## config.mk

```make
export PLATFORM = sky130hd
export DESIGN_NAME = simple_sync_clock_sync
export DESIGN_NICKNAME = d
export VERILOG_FILES = /design/src/core/sync_pkg.sv /design/src/core/event_flags.sv /design/src/core/rx_delay_timer.sv /design/src/core/simple_sync_clock_sync.sv
export VERILOG_INCLUDE_DIRS = /design/src /design/src/core
export SDC_FILE = /design/constraint.sdc
export NUM_CORES = 1
export LEC_CHECK = 0
export BUFFER_PORTS_ARGS = -buffer_cell sky130_fd_sc_hd__buf_2
export CORE_MARGIN = 3
export CORE_UTILIZATION = 60
export CTS_BUF_LIST = sky130_fd_sc_hd__clkbuf_16
export DETAILED_ROUTE_END_ITERATION = 12
export GPL_TIMING_DRIVEN = 0
export PLACE_DENSITY_LB_ADDON = 0.1
export SETUP_SLACK_MARGIN = 0.3
export SLEW_MARGIN = 20
export SYNTH_ARGS = -nofsm -noshare
export SYNTH_HDL_FRONTEND = slang
export SYNTH_SLANG_ARGS = --single-unit
```

## constraint.sdc

```tcl
create_clock -name pclk -period 4.1 [get_ports pclk]
set_clock_uncertainty 0.05 [all_clocks]
set_input_delay 0.82 -clock pclk [delete_from_list [all_inputs] [get_ports pclk]]
set_output_delay 0.82 -clock pclk [all_outputs]
set_load 0.05 [all_outputs]
```

## src/core/sync_consts.svh

```systemverilog
// Offsets, field positions, reset values and timing figures of the sync block
`ifndef SYNC_CONSTS_SVH
`define SYNC_CONSTS_SVH

`define CLK_PERIOD_NS 10
`define US_NS 1000
`define CSI_UNIT_NS 10000000

`define OFS_MODE 8'h00
`define OFS_IRQ_STATUS 8'h04
`define OFS_IRQ_MASK 8'h08
`define OFS_TS_STATUS 8'h0C
`define OFS_TS_COMMAND 8'h10
`define OFS_RX_DELAY 8'h14
`define OFS_CSI 8'h18
`define OFS_TS_BASE 8'h1C

`define IRQ_NUM 4
`define IRQ_DX 0
`define IRQ_TS 1
`define IRQ_OVF 2
`define IRQ_VIOL 3
`define IRQ_MASK_RST 4'hF

`define MODE_W 4
`define MODE_RST 4'h0
`define TS_SET_TIME 0
`define TS_VIOLATION 1
`define CMD_STOP 0
`define CMD_IGNORE_CYC 1
`define CSI_W 16
`define TS_BASE_2K 12'h7E0
`define TS_BASE_4K 12'hFE0

`endif

```

## src/core/sync_pkg.sv

```systemverilog
// Types shared by the sync and clock-sync logic
package sync_pkg;

    typedef struct packed {
        logic mem_4k;
        logic sync_pol;
        logic isochron_mode;
        logic sync_via_output_irq_enable;
    } mode_t;

    typedef struct packed {
        logic dx_telegram;
        logic sync_bcast;
        logic time_event;
        logic clock_value;
        logic leave_or_prm;
    } rx_event_t;

    typedef enum logic [1:0] {
        TR_STOPPED,
        TR_ARMED,
        TR_MEASURE,
        TR_HELD
    } tr_state_t;

endpackage

```

## src/core/event_flags.sv

```systemverilog
// Sticky event flags with write-one-to-clear, mask and level interrupt
`timescale 1ns/1ps
`default_nettype none
`include "sync_consts.svh"
module event_flags #(
    parameter int N = `IRQ_NUM
) (
    // Clock and reset
    input wire logic pclk,
    input wire logic presetn,
    // Events and software access
    input wire logic [N-1:0] set,
    input wire logic clr_we,
    input wire logic [N-1:0] clr_data,
    input wire logic mask_we,
    input wire logic [N-1:0] mask_data,
    // State
    output logic [N-1:0] status_q,
    output logic [N-1:0] mask_q,
    output logic irq_q
);
    always_ff @(posedge pclk or negedge presetn) begin
        if (!presetn) begin
            mask_q <= `IRQ_MASK_RST;
        end else if (mask_we) begin
            mask_q <= mask_data;
        end
    end

    genvar i;
    generate
        for (i = 0; i < N; i++) begin : g_flag
            // Set wins over a clear in the same cycle
            always_ff @(posedge pclk or negedge presetn) begin
                if (!presetn) begin
                    status_q[i] <= 1'b0;
                end else if (set[i]) begin
                    status_q[i] <= 1'b1;
                end else if (clr_we && clr_data[i]) begin
                    status_q[i] <= 1'b0;
                end
            end
        end
    endgenerate

    always_ff @(posedge pclk or negedge presetn) begin
        if (!presetn) begin
            irq_q <= 1'b0;
        end else begin
            irq_q <= |(status_q & ~mask_q);
        end
    end
endmodule
`default_nettype wire

```

## src/core/rx_delay_timer.sv

```systemverilog
// Microsecond receive delay timer with start, stop and halt on overflow
`timescale 1ns/1ps
`default_nettype none
`include "sync_consts.svh"
module rx_delay_timer #(
    parameter int W = 32,
    parameter int PRESCALE = `US_NS / `CLK_PERIOD_NS
) (
    // Clock and reset
    input wire logic pclk,
    input wire logic presetn,
    // Control
    input wire logic start,
    input wire logic stop,
    // State
    output logic [W-1:0] count_q,
    output logic running_q,
    output logic overflow_q
);
    localparam int PW = $clog2(PRESCALE);
    localparam logic [PW-1:0] PRE_LAST = PW'(PRESCALE - 1);
    logic [PW-1:0] pre_q;
    logic tick;

    assign tick = running_q && (pre_q == PRE_LAST);

    always_ff @(posedge pclk or negedge presetn) begin
        if (!presetn) begin
            pre_q <= '0;
        end else if (start || tick) begin
            pre_q <= '0;
        end else if (running_q) begin
            pre_q <= pre_q + 1'b1;
        end
    end

    // A restart zeroes the count; a stop freezes it for reading
    always_ff @(posedge pclk or negedge presetn) begin
        if (!presetn) begin
            count_q <= '0;
        end else if (start) begin
            count_q <= '0;
        end else if (tick) begin
            count_q <= count_q + 1'b1;
        end
    end

    always_ff @(posedge pclk or negedge presetn) begin
        if (!presetn) begin
            running_q <= 1'b0;
        end else if (start) begin
            running_q <= 1'b1;
        end else if (stop || (tick && &count_q)) begin
            running_q <= 1'b0;
        end
    end

    always_ff @(posedge pclk or negedge presetn) begin
        if (!presetn) begin
            overflow_q <= 1'b0;
        end else begin
            overflow_q <= tick && &count_q && !start;
        end
    end
endmodule
`default_nettype wire

```

## src/core/simple_sync_clock_sync.sv

```systemverilog
// Simple sync mode and clock-sync receiver with APB register access
//
// Operation
// - Sync output uses the same polarity setting as isochron mode.
// - Output-data interrupt held until a later sync broadcast arrives.
// - Sync broadcast without prior exchange telegram gives no sync signal.
// - Sync signal passes the interrupt mask; masked means no signal.
// - Sync signal stays asserted until host acknowledges the interrupt.
// - Timing-marker broadcast starts the receive delay timer.
// - Time-value broadcast raises the time-sync interrupt.
// - Timer keeps counting until host reads the receive delay value or the timer overflows.
// - No new sync data while the time-sync interrupt is pending.
// - Timer overflow clears the time-sync buffer status byte.
// - Buffer base is 7E0 in 2K mode, FE0 in 4K mode.
`timescale 1ns/1ps
`default_nettype none
`include "sync_consts.svh"
module simple_sync_clock_sync
    import sync_pkg::*;
#(
    parameter int CSI_UNIT_CYCLES = `CSI_UNIT_NS / `CLK_PERIOD_NS,
    parameter int TIMER_W = 32
) (
    // Clock and reset
    input wire logic pclk,
    input wire logic presetn,
    // APB slave
    input wire logic psel,
    input wire logic penable,
    input wire logic pwrite,
    input wire logic [7:0] paddr,
    input wire logic [31:0] pwdata,
    output logic [31:0] prdata,
    output logic pready,
    output logic pslverr,
    // Received telegram events, one-cycle pulses
    input wire rx_event_t rx_event,
    // Outputs
    output logic sync_out,
    output logic irq
);
    localparam int UW = $clog2(CSI_UNIT_CYCLES + 1);
    localparam logic [UW-1:0] UNIT_LAST = UW'(CSI_UNIT_CYCLES - 1);

    mode_t mode_q;
    tr_state_t tr_q;
    logic [1:0] ts_status_q;
    logic ignore_cyc_q;
    logic [`CSI_W-1:0] csi_q;
    logic dx_pending_q;
    logic [UW-1:0] unit_q;
    logic [`CSI_W:0] wd_q;
    logic [31:0] prdata_q;
    logic pready_q;
    logic pslverr_q;
    logic sync_q;

    logic setup;
    logic wr;
    logic rd;
    logic simple_mode;
    logic [`IRQ_NUM-1:0] irq_set;
    logic [`IRQ_NUM-1:0] irq_status;
    logic [`IRQ_NUM-1:0] irq_mask;
    logic irq_q;
    logic ts_pending;
    logic timer_start;
    logic timer_stop;
    logic [TIMER_W-1:0] timer_count;
    logic timer_running;
    logic timer_ovf;
    logic unit_tick;
    logic wd_expired;
    logic stop_cmd;
    logic csi_wr;
    logic marker_taken;
    logic value_taken;
    logic [31:0] rd_mux;
    logic addr_ok;

    assign setup = psel && !penable;
    assign wr = psel && penable && pready_q && pwrite;
    assign rd = psel && penable && pready_q && !pwrite;

    // host selects the mode through these two bits
    assign simple_mode = mode_q.sync_via_output_irq_enable
        && !mode_q.isochron_mode;

    always_comb begin
        addr_ok = 1'b1;
        rd_mux = '0;
        case (paddr)
            `OFS_MODE: rd_mux = 32'(mode_q);
            `OFS_IRQ_STATUS: rd_mux = 32'(irq_status);
            `OFS_IRQ_MASK: rd_mux = 32'(irq_mask);
            `OFS_TS_STATUS: rd_mux = 32'(ts_status_q);
            `OFS_TS_COMMAND: rd_mux = 32'({ignore_cyc_q, 1'b0});
            `OFS_RX_DELAY: rd_mux = 32'(timer_count);
            `OFS_CSI: rd_mux = 32'(csi_q);
            `OFS_TS_BASE: rd_mux = mode_q.mem_4k ? 32'(`TS_BASE_4K)
                                                 : 32'(`TS_BASE_2K);
            default: addr_ok = 1'b0;
        endcase
    end

    // Zero-wait answer: ready rises in the first access cycle
    always_ff @(posedge pclk or negedge presetn) begin
        if (!presetn) begin
            pready_q <= 1'b0;
            pslverr_q <= 1'b0;
            prdata_q <= '0;
        end else begin
            pready_q <= setup;
            pslverr_q <= setup && !addr_ok;
            if (setup && !pwrite) begin
                prdata_q <= rd_mux;
            end
        end
    end

    always_ff @(posedge pclk or negedge presetn) begin
        if (!presetn) begin
            mode_q <= mode_t'(`MODE_RST);
        end else if (wr && paddr == `OFS_MODE) begin
            mode_q <= mode_t'(pwdata[`MODE_W-1:0]);
        end
    end

    assign csi_wr = wr && paddr == `OFS_CSI;
    assign stop_cmd = wr && paddr == `OFS_TS_COMMAND
        && pwdata[`CMD_STOP];

    always_ff @(posedge pclk or negedge presetn) begin
        if (!presetn) begin
            ignore_cyc_q <= 1'b0;
        end else if (wr && paddr == `OFS_TS_COMMAND) begin
            ignore_cyc_q <= pwdata[`CMD_IGNORE_CYC];
        end
    end

    // Interval is locked while the time receiver runs
    always_ff @(posedge pclk or negedge presetn) begin
        if (!presetn) begin
            csi_q <= '0;
        end else if (csi_wr && tr_q == TR_STOPPED) begin
            csi_q <= pwdata[`CSI_W-1:0];
        end
    end

    // exchange telegram stored, not reported, in simple mode
    always_ff @(posedge pclk or negedge presetn) begin
        if (!presetn) begin
            dx_pending_q <= 1'b0;
        end else if (!simple_mode) begin
            dx_pending_q <= 1'b0;
        // sync broadcast consumes the stored exchange
        // Same-cycle exchange is consumed too, or it would fire twice
        end else if (rx_event.sync_bcast) begin
            dx_pending_q <= 1'b0;
        end else if (rx_event.dx_telegram) begin
            dx_pending_q <= 1'b1;
        end
    end

    always_comb begin
        irq_set = '0;
        // delayed interrupt on sync; nothing without exchange
        if (simple_mode) begin
            irq_set[`IRQ_DX] = rx_event.sync_bcast
                && (dx_pending_q || rx_event.dx_telegram);
        end else begin
            irq_set[`IRQ_DX] = rx_event.dx_telegram;
        end
        // time value raises the time-sync interrupt
        irq_set[`IRQ_TS] = value_taken;
        irq_set[`IRQ_OVF] = timer_ovf;
        irq_set[`IRQ_VIOL] = wd_expired;
    end

    event_flags #(
        .N(`IRQ_NUM)
    ) u_flags (
        .pclk(pclk),
        .presetn(presetn),
        .set(irq_set),
        .clr_we(wr && paddr == `OFS_IRQ_STATUS),
        .clr_data(pwdata[`IRQ_NUM-1:0]),
        .mask_we(wr && paddr == `OFS_IRQ_MASK),
        .mask_data(pwdata[`IRQ_NUM-1:0]),
        .status_q(irq_status),
        .mask_q(irq_mask),
        .irq_q(irq_q)
    );

    // masked interrupt gives no sync; level until acknowledge
    // polarity bit shared with isochron mode
    always_ff @(posedge pclk or negedge presetn) begin
        if (!presetn) begin
            sync_q <= 1'b0;
        end else begin
            sync_q <= mode_q.sync_pol ^ (simple_mode
                && irq_status[`IRQ_DX] && !irq_mask[`IRQ_DX]);
        end
    end

    // held buffer refuses new sync data
    assign ts_pending = irq_status[`IRQ_TS];
    assign marker_taken = rx_event.time_event && !ts_pending
        && (tr_q == TR_ARMED || tr_q == TR_MEASURE);
    assign value_taken = rx_event.clock_value && !ts_pending
        && tr_q == TR_MEASURE && !marker_taken;

    // Time receiver; started by the interval write
    always_ff @(posedge pclk or negedge presetn) begin
        if (!presetn) begin
            tr_q <= TR_STOPPED;
        end else if (stop_cmd
                     || (rx_event.leave_or_prm && !ignore_cyc_q)) begin
            tr_q <= TR_STOPPED;
        end else begin
            case (tr_q)
                TR_STOPPED: begin
                    if (csi_wr) begin
                        tr_q <= TR_ARMED;
                    end
                end
                TR_ARMED: begin
                    if (marker_taken) begin
                        tr_q <= TR_MEASURE;
                    end
                end
                TR_MEASURE: begin
                    if (value_taken) begin
                        tr_q <= TR_HELD;
                    end else if (wd_expired) begin
                        tr_q <= TR_ARMED;
                    end
                end
                TR_HELD: begin
                    if (!ts_pending) begin
                        tr_q <= TR_ARMED;
                    end
                end
                default: tr_q <= TR_STOPPED;
            endcase
        end
    end

    assign timer_start = marker_taken;
    // a read of the delay value stops it; an overflow stops it too
    assign timer_stop = rd && paddr == `OFS_RX_DELAY;

    rx_delay_timer #(
        .W(TIMER_W)
    ) u_timer (
        .pclk(pclk),
        .presetn(presetn),
        .start(timer_start),
        .stop(timer_stop),
        .count_q(timer_count),
        .running_q(timer_running),
        .overflow_q(timer_ovf)
    );

    // Guard of twice the interval from marker to time value
    assign unit_tick = tr_q == TR_MEASURE && unit_q == UNIT_LAST;
    assign wd_expired = unit_tick && wd_q >= {csi_q, 1'b0}
        && !value_taken && !marker_taken;

    always_ff @(posedge pclk or negedge presetn) begin
        if (!presetn) begin
            unit_q <= '0;
        end else if (marker_taken || unit_tick || tr_q != TR_MEASURE) begin
            unit_q <= '0;
        end else begin
            unit_q <= unit_q + 1'b1;
        end
    end

    always_ff @(posedge pclk or negedge presetn) begin
        if (!presetn) begin
            wd_q <= '0;
        end else if (marker_taken || tr_q != TR_MEASURE) begin
            wd_q <= '0;
        end else if (unit_tick && !(&wd_q)) begin
            wd_q <= wd_q + 1'b1;
        end
    end

    // Buffer status byte
    always_ff @(posedge pclk or negedge presetn) begin
        if (!presetn) begin
            ts_status_q <= '0;
        end else if (timer_ovf) begin
            ts_status_q <= '0;
        end else if (value_taken) begin
            ts_status_q[`TS_SET_TIME] <= 1'b1;
            ts_status_q[`TS_VIOLATION] <= 1'b0;
        end else if (wd_expired) begin
            ts_status_q[`TS_VIOLATION] <= 1'b1;
        end else if (marker_taken) begin
            ts_status_q[`TS_SET_TIME] <= 1'b0;
        end
    end

    assign prdata = prdata_q;
    assign pready = pready_q;
    assign pslverr = pslverr_q;
    assign sync_out = sync_q;
    assign irq = irq_q;
endmodule
`default_nettype wire

```

==> out/metrics.csv <==
stage,metric,value,unit
floorplanning,rows,39,
setup_path,crit_family,simple AND/OR/NAND/NOR gates,
logic_synthesis,yosysSeqAreaShare,50.1,%
drt,antenna_left,0,
pwr,combPwrFrac,10.1,%
setup_path,crit_buf_inv,1,
grt,grt_pass1_vias,5985,
place,pre_cts_slack,1.03,ns
setup_path,cp_slowest_cell,or4_1,
sta,fin_crit_sh,67.2,%
logic_synthesis,synth_cells,778,
sta,slew_violations,0,
clocking,ctsResizeCount,0,
logic_synthesis,syn_area,7410,µm²
clocking,cts_inserted_buffers,17,
pwr,switching_share,25.8,%
setup_path,worstSetupPathType,flop to flop,
pwr,p_switching,955,µW
setup_path,r2r_slack,1.34,ns
clocking,insertion_delay,0.43,ns
floorplanning,ios,86,
setup_path,required,4.34,ns
drt,viasPerCell,5.82,
grt,antenna_found_initial,1,
logic_synthesis,synth_edf_count,0,
cells_and_area,nets,941,
setup_path,cp-endpoint,wd_q[9],
setup_path,crit_fanout,7,
setup_path,endpoint_kind,flop,
sta,finalSetupTns,0,ns
setup_path,cp_num_cells,10,
sta,period_needed,2.76,ns
floorplanning,core,11800,µm²
place,port_buffers,67,
floorplanning,die_x,117,µm
drt,wl_per_cell,16.6,µm
drt,routed-via-count,6063,
cells_and_area,areaGrowthSynthToFinish,15.9,%
clocking,clock-root-buffer,clkbuf_16,
grt,track_usage,26.8,%
floorplanning,die_area,13700,µm²
logic_synthesis,avgSynthCellArea,9.52,µm²
sta,finalWorstSetupSlack,1.34,ns
place,dp_hpwl,12600,µm
sta,finalHoldViolCount,0,
drt,drc,0,
floorplanning,start_util,63.0,%
grt,grt-ovfl-total,0,
clocking,cts_tree,done,
pwr,power.share.clock,42.4,%
setup_path,cp_cell_sequence,and4_1 -> and4_1 -> nand4_1 -> nor2_1 -> ha_1 -> or4_1 -> buf_2 -> nor3_2 -> xnor2_1 -> nor2_1,
clocking,cts.sinks,148,
sta,rsz0062_at_grt,no,
setup_path,r2r-start,wd_q[4],
clocking,cts_hold_buf,0,
clocking,htreeDepth,4,
cells_and_area,fin_area,8580,µm²
sta,slew_headroom,37.9,%
logic_synthesis,synth_cell_types,55,
outcome,status,"finished, final reports clean",
floorplanning,die_y,117,µm
drt,wirelength,17300,µm
logic_synthesis,ys_warn_count,0,
sta,worst_slew_pin_slew,0.919,ns
hold_path,min-delay-path-class,primary input to async pin,
drt,drt_iter0_drc,399,
setup_path,reg2regPathDepth,10,
grt,grt_pass1_wl,28300,µm
setup_path,cp.arrival,3.00,ns
grt,grt_max_degree,100,
cells_and_area,drive_gt1_share,14.6,%
sta,max_clock_freq,363,MHz
logic_synthesis,syn_nets,854,
setup_path,worstReg2RegEnd,wd_q[9],
pwr,internal_power,2.75,mW
logic_synthesis,ys_dominant_reg_cell,dfrtp_1,
drt,firstDrtPassIters,5,
place,postPlaceCellArea,7990,µm²
setup_path,max_stage_delay,0.53,ns
setup_path,critical_path.startpoint,wd_q[4],
clocking,path_clk_slew,0.06,ns
job,maxCapViolations,0,
clocking,cts_max_path_buffers,2,
pwr,seq_power_share,47.5,%
pwr,totalPowerFinal,3.71,mW
logic_synthesis,async_flop_share,100,%
logic_synthesis,ys_seq_elements,148,
cells_and_area,diodes,0,
setup_path,critPathLaunchType,flop,
place,gp_congestion,0.920,
pwr,power_density,432,nW/µm²
pwr,leakage,3.88,nW
sta,setup_viol,0,
clocking,post_cts_buffers,0,
pwr,ir_drop,0.000301,V
cells_and_area,final_util,73.0,%
==> cells in the mapped netlist (2+ instances only) <==
cell	count	area, µm²
clkbuf_1	24	90.1
a31oi_1	5	31.3
nor3_1	10	50.1
or3b_2	2	17.5
nor3_2	7	70.1
mux2_2	8	90.1
nor4b_1	3	26.3
nand2b_1	7	43.8
or2_2	2	12.5
and2_1	10	62.6
dfrtp_1	144	3600
dfstp_2	4	105
a22oi_1	9	67.6
buf_2	4	20.0
and4_1	8	70.1
nand3_1	23	115
o21ai_0	58	290
or4_1	3	22.5
a21o_1	7	52.6
o21a_1	2	15.0
nand4_1	22	138
nor2_1	85	319
a311oi_1	2	17.5
inv_1	32	120
ha_1	26	325
mux2i_1	5	50.1
a221oi_1	7	61.3
a21oi_1	24	120
a221o_1	2	20.0
nor4_1	6	37.5
nor2b_1	4	25.0
a311o_1	2	20.0
xnor2_1	33	289
or4_4	2	22.5
and3_1	12	75.1
nand2_1	116	435
xor2_1	30	263
or3_1	11	68.8
==> how the worst min path moves through the flow <==
stage | startpoint | endpoint | slack (ns) | cells after the start
global placement | unit_q[0] | unit_q[0] | 0.39 | 1
detailed placement | unit_q[0] | unit_q[0] | 0.40 | 1
global route | presetn | u_timer.count_q[12] | 0.25 | 1
finish | presetn | u_timer.count_q[12] | 0.24 | 1
floorplan | u_timer.overflow_q | ts_status_q[0] | 0.37 | 1
CTS | presetn | u_timer.count_q[12] | 0.25 | 1
==> logic make-up (layout without fill, tap and decap cells) <==
group	after synthesis	after routing	share of synthesized area (%)
mux	13	13	1.89
simple gates	339	339	22.5
fa+ha+maj	26	26	4.39
xor+xnor	63	63	7.45
compound gates	128	128	10.5
buf+inv	61	161	3.18
flops	148	148	50.1
==> stage by stage <==
stage,std cells,hold WS [ns]
2_1_floorplan,778,0.374
3_3_place_gp,1009,0.389
3_5_place_dp,1010,0.398
4_1_cts,1042,0.250
5_1_grt,1042,0.245
6_report,1042,0.241
==> sequential cells by signal, indices dropped and copies added, names as in the netlist <==
signal and flops:
prdata 32, u_timer.count_q 32, unit_q 20, wd_q 17, csi_q 16, u_timer.pre_q 7, mode_q 4, u_flags.mask_q 4
u_flags.status_q 4, tr_q 2, ts_status_q 2, dx_pending_q 1, ignore_cyc_q 1, pready 1, pslverr 1, sync_out 1
u_flags.irq_q 1, u_timer.overflow_q 1, u_timer.running_q 1
==> per-layer routing <==
metal,up-vias,global-route usage (%),part of all wire (%)
met4,2,10.4,2.1
met3,34,7.56,5.9
met2,204,45.7,52
met5,-,0,0.040
li1,2867,-,-
met1,2956,32.2,40
==> power by group through the flow <==
stage | Sequential [mW] | Clock, mW | Combinational [mW]
5_1_grt | 1.78 | 1.67 | 0.418
6_report | 1.76 | 1.57 | 0.374
3_5_place_dp | 1.78 | 0 | 0.370
3_3_place_gp | 1.77 | 0 | 0.342
4_1_cts | 1.76 | 1.59 | 0.374
2_1_floorplan | 1.73 | 0 | 0.256
==> area by class of cell <==
| class | instances | area [µm²] |
|---|---|---|
| Inverter | 32 | 120 |
| Multi-Input combinational cell | 569 | 3460 |
| Clock inverter | 15 | 174 |
| Clock buffer | 17 | 425 |
| Tap cell | 164 | 205 |
| Timing Repair Buffer | 68 | 373 |
| Fill cell | 862 | 3180 |
| Sequential cell | 148 | 3710 |
| Buffer | 29 | 115 |
==> layout by cell type (no fill, tap or decap), types with 8 or more instances in the layout <==
cell and count:
a21oi_1 24, a22oi_1 9, and2_1 10, and3_1 12
and4_1 8, buf_2 70, clkbuf_1 24, clkbuf_16 17
dfrtp_1 144, ha_1 26, inv_1 35, mux2_2 8
nand2_1 116, nand3_1 23, nand4_1 22, nor2_1 85
nor3_1 10, o21ai_0 58, or3_1 11, xnor2_1 33
xor2_1 30
Power figures use the tool's default switching activity.
